--- src/pfc_pkg.sv ---
package pfc_pkg;
  localparam int PFC_DATA_W = 64;
  localparam int PFC_ADDR_W = 32;
  localparam int PFC_CAP_W = 32;
  localparam int PFC_FIELD_W = 8;
  localparam int PFC_NUM_EVENTS = 5;
  localparam logic [PFC_ADDR_W-1:0] PFC_CFG_ADDR = 32'hc000_0105;
  localparam logic [PFC_DATA_W-1:0] PFC_CFG_RESET = 64'h0;
  // Feature bits that a capability word may unlock
  localparam logic [PFC_DATA_W-1:0] PFC_FEATURE_MASK = 64'h0000_0000_e000_007e;
  // Core tag and vector fields, always writable
  localparam logic [PFC_DATA_W-1:0] PFC_TAG_VEC_MASK = 64'h0000_ffff_0000_0000;
  localparam logic [PFC_DATA_W-1:0] PFC_RSVD_MASK = 64'hffff_0000_1fff_ff81;
  localparam int PFC_BIT_SAMPLE = 1;
  localparam int PFC_BIT_EVT_LSB = 2;
  localparam int PFC_BIT_FREE_RUN = 29;
  localparam int PFC_BIT_STAMP = 30;
  localparam int PFC_BIT_THR_INT = 31;
  localparam int PFC_TAG_LSB = 32;
  localparam int PFC_VEC_LSB = 40;
  localparam int PFC_VIS_LSB = 1;
  localparam int PFC_VIS_MSB = 31;
  localparam int PFC_CAP_AVAIL_BIT = 0;
endpackage : pfc_pkg

--- src/pfc_config_reg.sv ---
// Contract
// - Write accepted only if all set bits are supported; else fault, no change.
// - Bits 31:1 visible to user code through identification query.
// - Core tag bits 39:32 copied into every event record.
// - Bits 47:40 give vector for ring-buffer threshold interrupt.
// - Whole register clears to zero on reset.
// - Value-sampling instruction allowed only while bit 1 set.
// - Retired instructions counted only while bit 2 set.
// - Retired branches counted only while bit 3 set.
// - Data-cache misses counted only while bit 4 set.
// - Unhalted core clock cycles counted only while bit 5 set.
// - Unhalted reference clock cycles counted only while bit 6 set.
// - Bit 29 set selects continuous mode, else synchronized mode.
// - Bit 30 with timestamp counter present stores timestamp in records.
// - Threshold interrupt raised only while bit 31 set.
// - Bit 0 and bits 28:7 reserved and can never be set.
`timescale 1ns/1ps
`default_nettype none
module pfc_config_reg
  import pfc_pkg::*;
#(
  parameter logic [PFC_ADDR_W-1:0] CFG_ADDR = PFC_CFG_ADDR,
  parameter int N_EVT = PFC_NUM_EVENTS
) (
  input wire logic clk_in,
  input wire logic arst_n_in,
  input wire logic msr_req_in,
  input wire logic msr_write_in,
  input wire logic msr_priv_in,
  input wire logic [PFC_ADDR_W-1:0] msr_addr_in,
  input wire logic [PFC_DATA_W-1:0] msr_wdata_in,
  input wire logic [PFC_CAP_W-1:0] cap_word_in,
  output logic msr_done_out,
  output logic msr_gp_fault_out,
  output logic [PFC_DATA_W-1:0] msr_rdata_out,
  input wire logic cpuid_query_in,
  output logic cpuid_valid_out,
  output logic [PFC_CAP_W-1:0] cpuid_eax_out,
  input wire logic [N_EVT-1:0] event_in,
  output logic [N_EVT-1:0] event_count_out,
  input wire logic sample_insn_req_in,
  output logic sample_insn_ok_out,
  output logic sample_insn_ud_out,
  output logic free_running_mode_out,
  input wire logic record_req_in,
  input wire logic stamp_present_in,
  input wire logic [PFC_DATA_W-1:0] timestamp_in,
  output logic rec_valid_out,
  output logic [PFC_FIELD_W-1:0] rec_core_tag_out,
  output logic [PFC_DATA_W-1:0] rec_stamp_out,
  input wire logic ring_thresh_in,
  output logic thr_irq_out,
  output logic [PFC_FIELD_W-1:0] thr_vector_out
);
  logic [PFC_DATA_W-1:0] cfg_reg;
  logic [PFC_DATA_W-1:0] cfg_next;
  logic [PFC_DATA_W-1:0] rdata_reg;
  logic [PFC_DATA_W-1:0] rdata_next;
  logic done_reg;
  logic done_next;
  logic gp_reg;
  logic gp_next;
  logic [PFC_CAP_W-1:0] eax_reg;
  logic [PFC_CAP_W-1:0] eax_next;
  logic eax_valid_reg;
  logic eax_valid_next;

  logic addr_hit;
  logic acc;
  logic wr_try;
  logic rd_try;
  logic [PFC_DATA_W-1:0] allowed_mask;
  logic bad_bits;
  logic wr_ok;

  // Only this register's address is answered; others belong elsewhere
  assign addr_hit = (msr_addr_in == CFG_ADDR);
  assign acc = msr_req_in & addr_hit;
  assign wr_try = acc & msr_write_in;
  assign rd_try = acc & ~msr_write_in;

  // Feature bits need capability; tag and vector are free; reserved never
  assign allowed_mask = PFC_TAG_VEC_MASK |
    (PFC_DATA_W'(cap_word_in) & PFC_FEATURE_MASK);
  assign bad_bits = |(msr_wdata_in & ~allowed_mask);
  assign wr_ok = wr_try & msr_priv_in & ~bad_bits;

  always_comb begin
    cfg_next = cfg_reg;
    rdata_next = rdata_reg;
    done_next = acc;
    gp_next = 1'b0;
    if (acc && !msr_priv_in) begin
      // Unprivileged access faults in either direction
      gp_next = 1'b1;
    end else if (wr_try) begin
      if (bad_bits) begin
        gp_next = 1'b1;
      end else begin
        cfg_next = msr_wdata_in;
      end
    end else if (rd_try) begin
      rdata_next = cfg_reg;
    end
  end

  always_ff @(posedge clk_in or negedge arst_n_in) begin
    if (!arst_n_in) begin
      cfg_reg <= PFC_CFG_RESET;
      rdata_reg <= PFC_CFG_RESET;
      done_reg <= 1'b0;
      gp_reg <= 1'b0;
    end else begin
      cfg_reg <= cfg_next;
      rdata_reg <= rdata_next;
      done_reg <= done_next;
      gp_reg <= gp_next;
    end
  end

  assign msr_done_out = done_reg;
  assign msr_gp_fault_out = gp_reg;
  assign msr_rdata_out = rdata_reg;

  // Identification query: enabled features mirrored for user code
  always_comb begin
    eax_next = eax_reg;
    eax_valid_next = cpuid_query_in;
    if (cpuid_query_in) begin
      eax_next = cfg_reg[PFC_CAP_W-1:0];
      eax_next[PFC_CAP_AVAIL_BIT] = cap_word_in[PFC_CAP_AVAIL_BIT];
    end
  end

  always_ff @(posedge clk_in or negedge arst_n_in) begin
    if (!arst_n_in) begin
      eax_reg <= '0;
      eax_valid_reg <= 1'b0;
    end else begin
      eax_reg <= eax_next;
      eax_valid_reg <= eax_valid_next;
    end
  end

  assign cpuid_eax_out = eax_reg;
  assign cpuid_valid_out = eax_valid_reg;

  assign free_running_mode_out = cfg_reg[PFC_BIT_FREE_RUN];

  pfc_event_gate #(
    .N_EVT(N_EVT)
  ) u_event_gate (
    .clk_in(clk_in),
    .arst_n_in(arst_n_in),
    .evt_allow_in(cfg_reg[PFC_BIT_EVT_LSB +: N_EVT]),
    .sample_allow_in(cfg_reg[PFC_BIT_SAMPLE]),
    .event_in(event_in),
    .sample_insn_req_in(sample_insn_req_in),
    .event_count_out(event_count_out),
    .sample_insn_ok_out(sample_insn_ok_out),
    .sample_insn_ud_out(sample_insn_ud_out)
  );

  pfc_record_stamp #(
    .FIELD_W(PFC_FIELD_W),
    .STAMP_W(PFC_DATA_W)
  ) u_record_stamp (
    .clk_in(clk_in),
    .arst_n_in(arst_n_in),
    .core_tag_in(cfg_reg[PFC_TAG_LSB +: PFC_FIELD_W]),
    .vector_in(cfg_reg[PFC_VEC_LSB +: PFC_FIELD_W]),
    .stamp_allow_in(cfg_reg[PFC_BIT_STAMP]),
    .thr_allow_in(cfg_reg[PFC_BIT_THR_INT]),
    .record_req_in(record_req_in),
    .stamp_present_in(stamp_present_in),
    .timestamp_in(timestamp_in),
    .ring_thresh_in(ring_thresh_in),
    .rec_valid_out(rec_valid_out),
    .rec_core_tag_out(rec_core_tag_out),
    .rec_stamp_out(rec_stamp_out),
    .thr_irq_out(thr_irq_out),
    .thr_vector_out(thr_vector_out)
  );

  property p_bad_write;
    @(posedge clk_in) disable iff (!arst_n_in)
    (wr_try && msr_priv_in && bad_bits) |=>
      msr_gp_fault_out && msr_done_out && $stable(cfg_reg);
  endproperty
  a_bad_write: assert property (p_bad_write)
    else $error("unsupported write not faulted or register changed");

  property p_good_write;
    @(posedge clk_in) disable iff (!arst_n_in)
    wr_ok |=>
      !msr_gp_fault_out && cfg_reg == $past(msr_wdata_in);
  endproperty
  a_good_write: assert property (p_good_write)
    else $error("legal write not stored");

  property p_no_change;
    @(posedge clk_in) disable iff (!arst_n_in)
    !(wr_try && msr_priv_in) |=> $stable(cfg_reg);
  endproperty
  a_no_change: assert property (p_no_change)
    else $error("register changed without accepted write");

  property p_read_back;
    @(posedge clk_in) disable iff (!arst_n_in)
    (rd_try && msr_priv_in) |=>
      msr_done_out && !msr_gp_fault_out && msr_rdata_out == $past(cfg_reg);
  endproperty
  a_read_back: assert property (p_read_back)
    else $error("read did not return stored value");

  property p_reset_zero;
    @(posedge clk_in)
    !arst_n_in |-> cfg_reg == PFC_CFG_RESET && msr_rdata_out == PFC_CFG_RESET;
  endproperty
  a_reset_zero: assert property (p_reset_zero)
    else $error("register not zero during reset");

  property p_reserved_clear;
    @(posedge clk_in) disable iff (!arst_n_in)
    (cfg_reg & PFC_RSVD_MASK) == '0;
  endproperty
  a_reserved_clear: assert property (p_reserved_clear)
    else $error("reserved bit set in configuration");

  property p_cap_bound;
    @(posedge clk_in) disable iff (!arst_n_in)
    wr_ok |=>
      (cfg_reg[PFC_CAP_W-1:0] & ~$past(cap_word_in)) == '0;
  endproperty
  a_cap_bound: assert property (p_cap_bound)
    else $error("unsupported feature bit accepted");

  property p_cpuid_vis;
    @(posedge clk_in) disable iff (!arst_n_in)
    cpuid_query_in |=> cpuid_valid_out &&
      cpuid_eax_out[PFC_VIS_MSB:PFC_VIS_LSB] ==
      $past(cfg_reg[PFC_VIS_MSB:PFC_VIS_LSB]);
  endproperty
  a_cpuid_vis: assert property (p_cpuid_vis)
    else $error("identification query does not mirror bits 31:1");

  property p_free_run;
    @(posedge clk_in) disable iff (!arst_n_in)
    wr_ok |=>
      free_running_mode_out == $past(msr_wdata_in[PFC_BIT_FREE_RUN]);
  endproperty
  a_free_run: assert property (p_free_run)
    else $error("mode select does not follow bit 29");

  property p_unpriv_fault;
    @(posedge clk_in) disable iff (!arst_n_in)
    (acc && !msr_priv_in) |=> msr_gp_fault_out ##1 !msr_gp_fault_out
      || $past(acc, 1);
  endproperty
  a_unpriv_fault: assert property (p_unpriv_fault)
    else $error("unprivileged access not faulted");

  property p_done_only_hit;
    @(posedge clk_in) disable iff (!arst_n_in)
    msr_done_out |-> $past(acc);
  endproperty
  a_done_only_hit: assert property (p_done_only_hit)
    else $error("answer without request to this register");

  property p_evt_route;
    @(posedge clk_in) disable iff (!arst_n_in)
    (event_in != '0) |=> event_count_out ==
      ($past(event_in) & $past(cfg_reg[PFC_BIT_EVT_LSB +: N_EVT]));
  endproperty
  a_evt_route: assert property (p_evt_route)
    else $error("event not gated by its configuration bit");

  property p_sample_src;
    @(posedge clk_in) disable iff (!arst_n_in)
    sample_insn_req_in |=>
      sample_insn_ok_out == $past(cfg_reg[PFC_BIT_SAMPLE]);
  endproperty
  a_sample_src: assert property (p_sample_src)
    else $error("sample instruction not gated by its allow bit");

  property p_rec_tag_src;
    @(posedge clk_in) disable iff (!arst_n_in)
    record_req_in |=>
      rec_core_tag_out == $past(cfg_reg[PFC_TAG_LSB +: PFC_FIELD_W]);
  endproperty
  a_rec_tag_src: assert property (p_rec_tag_src)
    else $error("record core tag not taken from configuration");

  property p_irq_src;
    @(posedge clk_in) disable iff (!arst_n_in)
    thr_irq_out |-> $past(ring_thresh_in) && $past(cfg_reg[PFC_BIT_THR_INT])
      && thr_vector_out == $past(cfg_reg[PFC_VEC_LSB +: PFC_FIELD_W]);
  endproperty
  a_irq_src: assert property (p_irq_src)
    else $error("threshold interrupt without allow bit or wrong vector");

  property p_miss_quiet;
    @(posedge clk_in) disable iff (!arst_n_in)
    (msr_req_in && !addr_hit) |=> !msr_done_out && $stable(cfg_reg);
  endproperty
  a_miss_quiet: assert property (p_miss_quiet)
    else $error("access to another address answered or stored");
endmodule : pfc_config_reg
`default_nettype wire

--- src/pfc_event_gate.sv ---
`timescale 1ns/1ps
`default_nettype none
module pfc_event_gate
  import pfc_pkg::*;
#(
  parameter int N_EVT = PFC_NUM_EVENTS
) (
  input wire logic clk_in,
  input wire logic arst_n_in,
  input wire logic [N_EVT-1:0] evt_allow_in,
  input wire logic sample_allow_in,
  input wire logic [N_EVT-1:0] event_in,
  input wire logic sample_insn_req_in,
  output logic [N_EVT-1:0] event_count_out,
  output logic sample_insn_ok_out,
  output logic sample_insn_ud_out
);
  logic [N_EVT-1:0] cnt_reg;
  logic [N_EVT-1:0] cnt_next;
  logic ok_reg;
  logic ok_next;
  logic ud_reg;
  logic ud_next;

  genvar gi;
  generate
    for (gi = 0; gi < N_EVT; gi++) begin : g_evt
      // Event pulse passes only while its allow bit is set
      assign cnt_next[gi] = event_in[gi] & evt_allow_in[gi];
    end
  endgenerate

  always_comb begin
    ok_next = sample_insn_req_in & sample_allow_in;
    ud_next = sample_insn_req_in & ~sample_allow_in;
  end

  always_ff @(posedge clk_in or negedge arst_n_in) begin
    if (!arst_n_in) begin
      cnt_reg <= '0;
      ok_reg <= 1'b0;
      ud_reg <= 1'b0;
    end else begin
      cnt_reg <= cnt_next;
      ok_reg <= ok_next;
      ud_reg <= ud_next;
    end
  end

  assign event_count_out = cnt_reg;
  assign sample_insn_ok_out = ok_reg;
  assign sample_insn_ud_out = ud_reg;

  property p_evt_gated;
    @(posedge clk_in) disable iff (!arst_n_in)
    (event_count_out != '0) |->
      ((event_count_out & ~$past(evt_allow_in)) == '0);
  endproperty
  a_evt_gated: assert property (p_evt_gated)
    else $error("event counted while its allow bit was clear");

  property p_sample_gate;
    @(posedge clk_in) disable iff (!arst_n_in)
    sample_insn_req_in |=> (sample_insn_ok_out == $past(sample_allow_in))
      && (sample_insn_ud_out != sample_insn_ok_out);
  endproperty
  a_sample_gate: assert property (p_sample_gate)
    else $error("sample instruction gating wrong");
endmodule : pfc_event_gate
`default_nettype wire

--- src/pfc_record_stamp.sv ---
`timescale 1ns/1ps
`default_nettype none
module pfc_record_stamp
  import pfc_pkg::*;
#(
  parameter int FIELD_W = PFC_FIELD_W,
  parameter int STAMP_W = PFC_DATA_W
) (
  input wire logic clk_in,
  input wire logic arst_n_in,
  input wire logic [FIELD_W-1:0] core_tag_in,
  input wire logic [FIELD_W-1:0] vector_in,
  input wire logic stamp_allow_in,
  input wire logic thr_allow_in,
  input wire logic record_req_in,
  input wire logic stamp_present_in,
  input wire logic [STAMP_W-1:0] timestamp_in,
  input wire logic ring_thresh_in,
  output logic rec_valid_out,
  output logic [FIELD_W-1:0] rec_core_tag_out,
  output logic [STAMP_W-1:0] rec_stamp_out,
  output logic thr_irq_out,
  output logic [FIELD_W-1:0] thr_vector_out
);
  logic valid_reg;
  logic valid_next;
  logic [FIELD_W-1:0] tag_reg;
  logic [FIELD_W-1:0] tag_next;
  logic [STAMP_W-1:0] stamp_reg;
  logic [STAMP_W-1:0] stamp_next;
  logic irq_reg;
  logic irq_next;
  logic [FIELD_W-1:0] vec_reg;
  logic [FIELD_W-1:0] vec_next;

  always_comb begin
    valid_next = record_req_in;
    tag_next = tag_reg;
    stamp_next = stamp_reg;
    if (record_req_in) begin
      tag_next = core_tag_in;
      // Timestamp field stays zero unless storing is allowed and present
      stamp_next = (stamp_allow_in && stamp_present_in) ?
        timestamp_in : '0;
    end
    irq_next = ring_thresh_in & thr_allow_in;
    vec_next = vec_reg;
    if (ring_thresh_in && thr_allow_in) begin
      vec_next = vector_in;
    end
  end

  always_ff @(posedge clk_in or negedge arst_n_in) begin
    if (!arst_n_in) begin
      valid_reg <= 1'b0;
      tag_reg <= '0;
      stamp_reg <= '0;
      irq_reg <= 1'b0;
      vec_reg <= '0;
    end else begin
      valid_reg <= valid_next;
      tag_reg <= tag_next;
      stamp_reg <= stamp_next;
      irq_reg <= irq_next;
      vec_reg <= vec_next;
    end
  end

  assign rec_valid_out = valid_reg;
  assign rec_core_tag_out = tag_reg;
  assign rec_stamp_out = stamp_reg;
  assign thr_irq_out = irq_reg;
  assign thr_vector_out = vec_reg;

  property p_rec_tag;
    @(posedge clk_in) disable iff (!arst_n_in)
    record_req_in |=> rec_valid_out && rec_core_tag_out == $past(core_tag_in);
  endproperty
  a_rec_tag: assert property (p_rec_tag)
    else $error("record core tag not copied");

  property p_rec_stamp;
    @(posedge clk_in) disable iff (!arst_n_in)
    record_req_in |=> rec_stamp_out == (($past(stamp_allow_in)
      && $past(stamp_present_in)) ? $past(timestamp_in) : '0);
  endproperty
  a_rec_stamp: assert property (p_rec_stamp)
    else $error("record timestamp field wrong");

  property p_irq_vec;
    @(posedge clk_in) disable iff (!arst_n_in)
    thr_irq_out |-> $past(thr_allow_in) && thr_vector_out == $past(vector_in);
  endproperty
  a_irq_vec: assert property (p_irq_vec)
    else $error("threshold interrupt gating or vector wrong");
endmodule : pfc_record_stamp
`default_nettype wire

--- config.mk ---
export PLATFORM = sky130hd
export DESIGN_NAME = pfc_config_reg
export DESIGN_NICKNAME = d
export VERILOG_FILES = /design/src/pfc_pkg.sv /design/src/pfc_config_reg.sv /design/src/pfc_event_gate.sv /design/src/pfc_record_stamp.sv
export SDC_FILE = /design/constraint.sdc
export NUM_CORES = 1
export LEC_CHECK = 0
export BUFFER_PORTS_ARGS = -buffer_cell sky130_fd_sc_hd__buf_4
export CELL_PAD_IN_SITES_DETAIL_PLACEMENT = 1
export CELL_PAD_IN_SITES_GLOBAL_PLACEMENT = 2
export CORE_MARGIN = 2
export CORE_UTILIZATION = 31
export CTS_CLUSTER_SIZE = 24
export DETAILED_ROUTE_END_ITERATION = 16
export MAX_ROUTING_LAYER = met4
export PLACE_DENSITY_LB_ADDON = 0.08
export REMOVE_ABC_BUFFERS = 1
export SYNTH_ARGS = -nofsm -noshare
export SYNTH_HDL_FRONTEND = slang
export SYNTH_SLANG_ARGS = --single-unit
--- constraint.sdc ---
create_clock -name clk_in -period 1.6 [get_ports clk_in]
set_input_delay 0.16 -clock clk_in [delete_from_list [all_inputs] [get_ports clk_in]]
set_output_delay 0.16 -clock clk_in [all_outputs]
set_load 0.02 [all_outputs]
[After elaboration in Yosys (flattened, before gate mapping)]
Cells that the tools add are included.
W data, S select, Z words.
Cells by class
  equality and inequality tests: 1
  multipliers: 0
  divide/modulo/power cells: 0
  shift-type cells: 0
  reductions and logical operators: 7
  bitwise logic cells: 18
  muxes and demuxes: 4
  $add $sub $neg: 0
  $lt $le $gt $ge: 0
Operators by type and width (count)
  $and A64 B64 Y64: 1
  $mux W64: 1
  $not A48 Y64: 1
  $reduce_or A64 Y1: 1
  $eq A32 B32 Y1 const B: 1
  $and A1 B1 Y1: 11
  $reduce_and A3 Y1: 2
  $not A1 Y1: 5
  $logic_and A1 B1 Y1: 3
  $mux W1: 3
  $logic_not A1 Y1: 1
Word-level totals
  latch bits: 0
  input bits: 207
  memories kept: 0
  flip-flop bits (word level): 252
  output and inout port bits: 189
  bits in writable memories: 0
  bits in read-only memories: 0
  word-level logic and storage cells: 44

[Logic depth before layout (Yosys ltp)]
Gate-level depths: netlist of the first run.
  depth after elaboration: 6
  mapped depth: 7
  gate-level depth less buffers: 5

[Cells and area by module]
A second synthesis of the first run with hierarchy kept.
Unflattened totals
  cell total of the unflattened synthesis: 716
  area total of the unflattened synthesis: 10293.6 µm²
Modules (own cells, without submodules)
  pfc_config_reg: times used 1, cells each 388, area each 6518.8 µm², sequential area each 4078.9 µm²
  pfc_record_stamp: times used 1, cells each 314, area each 3555.9 µm², sequential area each 2052.0 µm²
  pfc_event_gate: times used 1, cells each 14, area each 219.0 µm², sequential area each 175.2 µm²

[Least setup slack after synthesis of the first run]
OpenSTA, ideal clock, no wires.
  path kind: in2reg
  from: in msr_addr_in[26]
  to: reg rdata_reg[10] (netlist: msr_rdata_out[10])
  stages on the path: 7
  required time: 1.475 ns
  library setup time: 0.125 ns
  buffers on the path: 2
  data arrival time: 1.726 ns
  setup slack: -0.251 ns
  cell sequence: nor4b_2 nand4_1 nor4_4 and2_1 buf_6 buf_12 mux2_4
Between the ends
  longest elaborated chain between the ends: 5
  elaborated cells on any way between the ends: 8
  classes of those cells: 1 x eq/ne; 5 x bitwise; 2 x reduce/logical
RTL lines
  start, declared: RTL line pfc_config_reg.sv:30  | input wire logic [PFC_ADDR_W-1:0] msr_addr_in,
  $eq A32 B32 Y1 (*): RTL line pfc_config_reg.sv:77  | assign addr_hit = (msr_addr_in == CFG_ADDR);
  $and A1 B1 Y1 (*): RTL line pfc_config_reg.sv:78  | assign acc = msr_req_in & addr_hit;
  $and A1 B1 Y1 or $logic_and A1 B1 Y1 (tied branches): RTL line pfc_config_reg.sv:79, pfc_config_reg.sv:93
  $not A1 Y1 (no source line)
  $reduce_and A3 Y1 (no source line) (*)
  end signal, assigned: RTL line pfc_config_reg.sv:115  | rdata_reg <= rdata_next;
  end, declared: RTL line pfc_config_reg.sv:57  | logic [PFC_DATA_W-1:0] rdata_reg;
Mark *: on every way between the ends. The rest lies on a longest branch, timed or not.
A chain may end at the register's enable or synchronous reset.

[Worst setup path after layout of the first run]
  from: in msr_addr_in[15]
  to: reg rdata_reg[22] (netlist: msr_rdata_out[22])
The elaborated chain is that of the path after synthesis.

==> results_dict.tcl, run 1 <==
set metrics [dict create \
    fin_ws_ns 0.06880 \
    met1Wirelength_um 12240 \
    nNetsFinal 1428 \
    final_cell_mix "buf_4 (399), dfrtp_1 (252), dlygate4sd3_1 (99)" \
    dp_hpwl_um 21090 \
    max_freq_mhz 653.1 \
    p_leak_nw 7.853 \
    r2r_end "u_record_stamp.rec_stamp_out[62]" \
    finalCritPeriodShare_pct 95.70 \
    drc 0 \
    route.met3.wl_um 2544 \
    reg2reg_from "cfg_reg[30]" \
    synth_area_um2 9823 \
    p_seq_share_pct 47.6 \
    met2_length_um 14580 \
    finalCriticalPeriod_ns 1.531 \
    antenna_found_initial 0 \
    grt_pass1_vias 8056 \
    cts_buffer_depth 3 \
    hold_class "primary input to flop" \
    die_x_um 182.0 \
    reg2reg_slack_ns 0.31 \
    clock_power_share_pct 45.7 \
    intPower_w 0.01054 \
    hold_violations 0 \
    synth-seq-area-share_pct 64.20 \
    crit_fanout 10 \
    ioPinCount 396 \
    synthDistinctLibCells 29 \
    ant_nets 0 \
    clk_pin_slew_worst_paths_ns 0.06 \
    cts_max_level 1 \
    slew_violations 0 \
    layout-drive-gt1-share_pct 48.55 \
    final_common_cell "buf_4" \
    ff2ff_path_depth 4 \
    worstMarginPinSlew_ns 0.4753 \
    clock_skew_ns 0.003888 \
    startpoint_type "primary input" \
    synth_seq_cells 252 \
    cts-root-buf "clkbuf_16" \
    p_sw_w 0.002867 \
    place_congestion 0.7396 \
    cp.arrival_ns 1.94 \
    cts_tree "built" \
    power_w 0.01341 \
    rsz0062_at_grt "true" \
    hold_end "msr_gp_fault_out" \
    grt_max_degree 52 \
    slew_headroom_pct 68.32 \
    grt_overflow 0 \
    cp-end-kind "flop" \
    diodes 0 \
    top_layer_used "met4" \
    ys.warnings.count 0 \
    wl_um 30080 \
    drt_iter0_drc 157 \
    clock_sinks 252 \
    num_vias 7209 \
    syn_area_per_cell_um2 13.87 \
    dieArea_um2 33130 \
    syn_inst 708 \
    grt_pass1_wl_um 46600 \
    start_util_pct 31.29 \
    vias_per_cell 4.390 \
    std_cell_rows 65 \
    status "finished clean" \
    ir_drop_mv 0.8463 \
    sw_frac_of_total_pct 21.38 \
    hold_path_depth 4 \
    dr.pass1.iters 4 \
    maxCapViolCount 0 \
    track_usage_pct 18.48 \
    syn2layout_area_growth_pct 56.02 \
    combPwrFrac_pct 6.7 \
    powerDensity_nw_per_um2 874.8 \
    clk_latency_ns 0.53 \
    path_class "primary input to flop" \
    core_area_um2 31390 \
    dp_slack_ns -0.6171 \
    worstPathRequired_ns 2.01 \
    die_h_um 182.0 \
    cts_buffers 28 \
    finalSetupViolations 0 \
    wl_per_cell_um 18.32 \
    holdCritStartpoint "msr_write_in" \
    io_buffers 373 \
]
## metrics by stage
stage          TNS (ns)  cells  util (%)  hold WS [ns]  instance area (um2)
6_report              0   1642     48.82       0.04403                15330
5_1_grt        -0.02929   1642     48.82       0.05092                15330
4_1_cts               0   1637     48.63      0.007222                15270
3_5_place_dp     -68.76   1486     42.48        0.1232                13330
3_3_place_gp     -65.76   1486     42.48        0.1246                13330
2_1_floorplan   -184.69    676         -       -0.1356                 9582
## synthesized netlist by cell type
master	instances	share of area, %
buf_2	1	0.051
nor3_1	2	0.10
buf_6	3	0.34
inv_1	72	2.8
nor4_1	13	0.83
and2_1	46	2.9
nor2_1	1	0.038
buf_1	6	0.23
o221ai_1	2	0.18
nor3b_1	1	0.076
nand4_4	1	0.22
nor4b_1	2	0.18
o21a_1	1	0.076
nor4_4	2	0.43
nand2_1	67	2.6
and3_1	1	0.064
o21ai_0	64	3.3
buf_12	6	1.2
o2111ai_1	1	0.089
nor4b_2	1	0.15
dfrtp_1	252	64
nand4_1	3	0.19
mux2_4	81	12
a21oi_1	1	0.051
clkbuf_1	16	0.61
nand3_1	1	0.051
nor2b_1	1	0.064
nand2b_1	4	0.25
mux2_2	56	6.4
## worst max-delay path, cell delays in order
cell       delay [ns]
buf_4            0.11
nor4_2           0.31
nand4_1          0.26
nor4_4           0.22
and2_4           0.26
bufbuf_16        0.31
mux2_4           0.30
## worst max path at each step
stage / from / slack [ns] / endpoint
final: msr_addr_in[15] / 0.07 / msr_rdata_out[22]
after detailed placement: msr_addr_in[3] / -0.62 / msr_rdata_out[50]
after global placement: msr_addr_in[3] / -0.59 / msr_rdata_out[35]
after floorplan: msr_addr_in[26] / -2.28 / msr_rdata_out[0]
after CTS: msr_addr_in[26] / 0.01 / msr_rdata_out[26]
after global routing: msr_addr_in[15] / -0.009 / msr_rdata_out[50]
## cell families after synthesis
kind of cell	synth area share, %
DFF	64.20
buffers and inverters	5.210
and+or+nand+nor	8.139
muxes	18.80
AOI/OAI and AO/OA	3.656
## power groups by stage
stage / Combinational (W) / Clock, W / Sequential [W]
2_1_floorplan: 0.0000460 / 0 / 0.00651
3_3_place_gp: 0.000701 / 0 / 0.00650
3_5_place_dp: 0.000706 / 0 / 0.00650
4_1_cts: 0.000911 / 0.00638 / 0.00638
5_1_grt: 0.000972 / 0.00662 / 0.00638
6_report: 0.000894 / 0.00613 / 0.00638
## per-layer routing
metal	track usage, %	up-vias
met3	5.154	44
met2	30.78	298
met1	22.15	3515
li1	-	3352
met5	-	-
met4	4.742	0
## cell type report
| cell class | count | area (um2) |
|---|---|---|
| sequential | 252 | 6306 |
| clock inverter | 4 | 20.02 |
| clock buffer | 45 | 855.8 |
| multi-input combinational | 352 | 3037 |
| inverter | 72 | 270.3 |
| timing repair buffer | 515 | 4334 |
| tap | 402 | 503.0 |
| fill | 3321 | 16070 |
## timing repair
| action | CTS | global route |
|---|---|---|
| setup buffers | 2 | 5 |
| cloned | 1 | 0 |
| gates resized for setup | 1 | 3 |
| pin swaps | 3 | 3 |
| hold buffers | 99 | 0 |
| setup endpoints to repair | 48 | 69 |
| hold endpoints to repair | 344 | 0 |
Note: power is estimated with default switching activity, not from simulation.
==> run 2, diff against run 1 <==
--- a/config.mk
+++ b/config.mk
@@ -10,2 +10,3 @@
 export CELL_PAD_IN_SITES_GLOBAL_PLACEMENT = 2
+export CORE_ASPECT_RATIO = 1.1
 export CORE_MARGIN = 2
==> constraint.sdc (replaced) <==
create_clock -name clk_in -period 1.57 [get_ports clk_in]
set_input_delay 0.0785 -clock clk_in [delete_from_list [all_inputs] [get_ports clk_in]]
set_output_delay 0.0785 -clock clk_in [all_outputs]
set_load 0.02 [all_outputs]
==> results_dict.tcl, run 2 (synthesis results as in run 1) <==
set metrics [dict create \
    cts_buffer_depth 3 \
    std_cell_rows 68 \
    place_congestion 0.7433 \
    rsz0062_at_grt "false" \
    worstSetupStartpoint "msr_addr_in[28]" \
    clk_pin_slew_worst_paths_ns 0.07 \
    antenna_found_initial 0 \
    clk_latency_ns 0.53 \
    crit_end "cfg_reg[43]" \
    cp_slowest_cell "nor4_4" \
    cts-root-buf "clkbuf_16" \
    slowest_delay_ns 0.31 \
    crit_buf_inv 4 \
    drc 0 \
    finalSetupViolations 0 \
    ir_drop_mv 0.7777 \
    max_freq_mhz 697.4 \
    crit_path_cell_trace "buf_6, nor4b_4, nand4_1, nor4_4, buf_4, nand4_4, buf_12, clkbuf_16, mux2_4" \
    start_util_pct 31.37 \
    dieArea_um2 33130 \
    grt_overflow 0 \
    worstMarginPinSlew_ns 0.5422 \
    startpoint_type "primary input" \
    final_cell_mix "buf_4 (381), dfrtp_1 (252), dlygate4sd3_1 (102)" \
    hold_class "primary input to async pin" \
    cp_num_cells 9 \
    diodes 0 \
    r2r_end "u_record_stamp.thr_vector_out[0]" \
    failed_checks "hold timing" \
    syn2layout_area_growth_pct 57.67 \
    grt_max_degree 65 \
    slew_headroom_pct 63.86 \
    reg2reg_slack_ns 0.30 \
    slew_violations 0 \
    worstPathRequired_ns 1.99 \
    status "finished, violations left" \
    track_usage_pct 18.67 \
    reg2reg_from "cfg_reg[31]" \
    clock_skew_ns 0.006079 \
    finalCriticalPeriod_ns 1.434 \
    grt_pass1_vias 8127 \
    drt_iter0_drc 201 \
    path_class "primary input to flop" \
    wl_um 30580 \
    cts_max_level 1 \
    nNetsFinal 1418 \
    maxCapViolCount 0 \
    die_x_um 173.7 \
    crit_fanout 7 \
    dp_hpwl_um 20780 \
    die_h_um 190.7 \
    cts_buffers 28 \
    fin_util_pct 49.47 \
    dp_slack_ns -0.5728 \
    grt_pass1_wl_um 47180 \
    core_area_um2 31310 \
    num_vias 7267 \
    vias_per_cell 4.396 \
    finalHoldWorstSlack_ns -0.02251 \
    hold_violations 15 \
    finalCritPeriodShare_pct 91.33 \
    wl_per_cell_um 18.50 \
    io_buffers 373 \
    ioPinCount 396 \
    clock_sinks 252 \
    powerDensity_nw_per_um2 933.2 \
    cp.arrival_ns 1.85 \
    cp-end-kind "flop" \
    ff2ff_path_depth 2 \
    ant_nets 0 \
    crit_family "simple AND/OR/NAND/NOR gates" \
    p_leak_nw 7.901 \
    fin_ws_ns 0.1362 \
    layout-drive-gt1-share_pct 49.15 \
    cts_tree "built" \
    dr.pass1.iters 4 \
    final_common_cell "buf_4" \
]
[run 2: changes by cell type in the layout (fill, tap and decap cells not counted), moves of 3 or more]
cell / before / now
dlygate4sd3_1: 99 / 102
clkinvlp_4: 0 / 3
clkinv_2: 4 / 10
buf_4: 399 / 381
clkbuf_16: 29 / 32
clkbuf_1: 9 / 0
bufinv_16: 0 / 4
buf_6: 0 / 3
[run 2: metal layers]
| metal | global-route usage [%] | wire (um) | part of all wire (%) |
|---|---|---|---|
| met1 | 22.57 | 12540 | 41 |
| met2 | 32.24 | 15470 | 51 |
| met3 | 4.486 | 2215 | 7.2 |
| met4 | 3.264 | 361 | 1.2 |
| met5 | - | 0 | 0 |
[run 2: metrics by stage]
| step | area, um2 | total power, W | instances | hold slack (ns) | TNS (ns) |
|---|---|---|---|---|---|
| floorplan | 9582 | 0.006679 | 676 | -0.2171 | -180.02 |
| global placement | 13260 | 0.007314 | 1494 | -0.05002 | -60.71 |
| detailed placement | 13260 | 0.007316 | 1494 | -0.05461 | -61.95 |
| CTS | 15310 | 0.01469 | 1651 | 0.03813 | 0 |
| global route | 15490 | 0.01500 | 1653 | 0.01110 | 0 |
| finish | 15490 | 0.01445 | 1653 | -0.02251 | 0 |
[run 2: final cells by class]
type                            count  area (um2)
Inverter                           72       270.3
Fill cell                        3371       15820
Clock inverter                     17       192.7
Multi-Input combinational cell    352        3095
Clock buffer                       35       808.3
Sequential cell                   252        6306
Tap cell                          420       525.5
Timing Repair Buffer              505        4290
[run 2: what timing repair did]
action / 4_1_cts / 5_1_grt
pin swaps: 1 / 6
endpoints found under the hold margin: 356 / 0
hold buffers: 105 / 0
buffers inserted: 0 / 2
resized for setup: 0 / 18
cloned: 0 / 3
endpoints found under the setup margin: 7 / 121
[run 2: power by group]
group / switching (W) / internal (W)
clock: 0.00275 / 0.00430
sequential: 0.00000249 / 0.00650
combinational: 0.000366 / 0.000544
total: 0.00312 / 0.0113
[run 2: how the worst min path moves through the flow]
stage                     slack [ns]  cells after the start            from                                to
after global routing            0.01                      2       arst_n_in  u_record_stamp.rec_stamp_out[12]
after floorplan                -0.22                      0       arst_n_in                        cfg_reg[0]
final                          -0.02                      2       arst_n_in  u_record_stamp.rec_stamp_out[12]
after CTS                       0.04                      3  ring_thresh_in        u_record_stamp.thr_irq_out
after global placement         -0.05                      1       arst_n_in  u_record_stamp.rec_stamp_out[12]
after detailed placement       -0.05                      1       arst_n_in  u_record_stamp.rec_stamp_out[12]
==> run 3, diff against run 2 <==
Settings changed: ABC_AREA set to 1, CORE_UTILIZATION 31 to 25.
Clock period 1.57 ns to 1.3 ns, I/O delays scaled along.
==> results_dict.tcl, run 3 <==
set metrics [dict create \
    p_leak_nw 7.842 \
    drc 0 \
    wl_per_cell_um 16.04 \
    dr.pass1.iters 4 \
    clk_latency_ns 0.55 \
    vias_per_cell 4.218 \
    path_class "flop to output pin" \
    ys.warnings.count 0 \
    layout-drive-gt1-share_pct 30.28 \
    cp.arrival_ns 1.14 \
    combPwrFrac_pct 7.6 \
    reg2reg_slack_ns 0.23 \
    slew_headroom_pct 76.36 \
    finalCritPeriodShare_pct 92.44 \
    synth_area_um2 9659 \
    syn_area_per_cell_um2 9.387 \
    synth_top_area_share_pct 65.28 \
    status "finished clean" \
    hold_class "primary input to flop" \
    die_h_um 210.2 \
    holdCritStartpoint "msr_wdata_in[3]" \
    synth_commonest_cells "dfrtp_1 (252), nand2_1 (222), inv_1 (160), nor2_1 (122), o21ai_0 (73)" \
    grt_pass1_vias 9322 \
    async_flop_share_pct 100.0 \
    synth_edf_count 0 \
    die_x_um 191.4 \
    cts_tree "built" \
    wl_um 32930 \
    power_w 0.01766 \
    synth_seq_cells 252 \
    crit_fanout 2 \
    clock_sinks 252 \
    clock_skew_ns 0.01815 \
    p_seq_share_pct 44.8 \
    place_congestion 0.7494 \
    drt_iter0_drc 305 \
    finalSetupViolations 0 \
    synth_top_area_cell "dfrtp_1" \
    cts_max_level 1 \
    final_common_cell "buf_4" \
    hold_end "cfg_reg[3]" \
    clk_pin_slew_worst_paths_ns 0.06 \
    yosysMostFrequentCell "dfrtp_1" \
    std_cell_rows 75 \
    syn_inst 1029 \
    max_freq_mhz 832.1 \
    track_usage_pct 16.80 \
    crit_family "flip-flops" \
    grt_max_degree 64 \
    hold_path_depth 4 \
    cts_buffer_depth 3 \
    slowest_delay_ns 0.41 \
    maxCapViolCount 0 \
    reg2reg_from "cfg_reg[30]" \
    nNetsFinal 1737 \
    intPower_w 0.01378 \
    dieArea_um2 40230 \
    worstPathRequired_ns 1.24 \
    finalHoldWorstSlack_ns 0.002021 \
    ir_drop_mv 0.7408 \
    hold_violations 0 \
    cts_buffers 30 \
    r2r_end "u_record_stamp.rec_stamp_out[4]" \
    finalCriticalPeriod_ns 1.202 \
    grt_pass1_wl_um 51800 \
    start_util_pct 25.35 \
    synth-main-ff-cell "dfrtp_1" \
    p_sw_w 0.003888 \
    ff2ff_path_depth 3 \
    crit_path_cell_trace "buf_4" \
    powerDensity_nw_per_um2 1134 \
    startpoint_type "flop" \
    crit_buf_inv 1 \
    syn2layout_area_growth_pct 61.26 \
    rsz0062_at_grt "false" \
    final_cell_mix "buf_4 (396), dfrtp_1 (252), nand2_1 (221)" \
    sw_frac_of_total_pct 22.01 \
    grt_overflow 0 \
    synth-seq-area-share_pct 65.28 \
    core_area_um2 38100 \
    synthDistinctLibCells 21 \
    cts-root-buf "clkbuf_16" \
    num_vias 8659 \
    synthTopCellsByArea "dfrtp_1 (65%), nand2_1 (8.6%), inv_1 (6.2%), nor2_1 (4.7%), o22ai_1 (4.1%)" \
    clock_power_share_pct 47.5 \
    cp-end-kind "output pin" \
    antenna_found_initial 1 \
    ioPinCount 396 \
    slew_violations 0 \
    ant_nets 0 \
    worstMarginPinSlew_ns 0.3546 \
    cp_slowest_cell "dfrtp_1" \
    io_buffers 373 \
    dp_hpwl_um 23510 \
]
## run 3: cell count changes after synthesis, moves of 13 or more
cell,delta
mux2_4,-81
o22ai_1,+64
inv_1,+88
and2_1,-45
mux2_2,-55
nor2_1,+121
nor4_1,-13
a21oi_1,+38
nand2_1,+155
clkbuf_1,+28
nand4_1,+23
## run 3: worst max path at each step
stage	startpoint	end	cells after the start
floorplan	msr_addr_in[21]	msr_rdata_out[0]	7
global placement	msr_addr_in[7]	cfg_reg[60]	10
detailed placement	msr_addr_in[7]	msr_rdata_out[9]	10
CTS	msr_wdata_in[31]	cfg_reg[53]	11
global route	arst_n_in	msr_rdata_out[24]	4
finish	msr_rdata_out[16]	msr_rdata_out[16]	1
## run 3: final cells by class
cell class / count / area, um2
inverter: 161 / 616.8
clock buffer: 47 / 905.9
multi-input combinational: 560 / 2546
clock inverter: 7 / 85.08
fill: 4403 / 22520
tap: 500 / 625.6
sequential: 252 / 6306
timing repair buffer: 525 / 4488
antenna: 1 / 2.502
## run 3: per-stage QoR
stage               TNS [ns]  worst slack, ns  area, um2  instances  util [%]
finish                     0          0.09827      15580       2053     40.88
global route               0          0.02401      15580       2053     40.88
CTS                        0          0.01366      15430       2051     40.51
detailed placement    -36.06          -0.3197      13360       1889     35.07
global placement      -32.74          -0.2750      13360       1889     35.07
floorplan            -199.47           -1.916       9429        973         -
## run 3: cell families after synthesis
logic type | Yosys count | synth area share [%]
simple gates | 383 | 16.01
compound gates | 176 | 9.948
mux | 1 | 0.1166
buf+inv | 217 | 8.640
flops | 252 | 65.28
## run 3: power groups by stage
stage                     clock, W  combinational, W  sequential, W
final                      0.00840           0.00135        0.00792
after floorplan                  0          0.000141        0.00811
after CTS                  0.00876           0.00139        0.00792
after global routing       0.00905           0.00150        0.00792
after global placement           0           0.00111        0.00806
after detailed placement         0           0.00112        0.00806
## run 3: layer usage
metal  track usage (%)  part of all wire, %  vias to the layer above
li1                  -                    -                     4236
met1             19.34                   40                     4143
met2             29.01                   51                      239
met3             4.079                  6.8                       41
met4             4.695                  2.2                        0
met5                 -                    0                        -
## run 3: repair_timing
item,4_1_cts,5_1_grt
setup endpoints to repair,0,64
hold endpoints to repair,371,0
buffers inserted,0,1
resized for setup,0,16
hold buffers,108,0
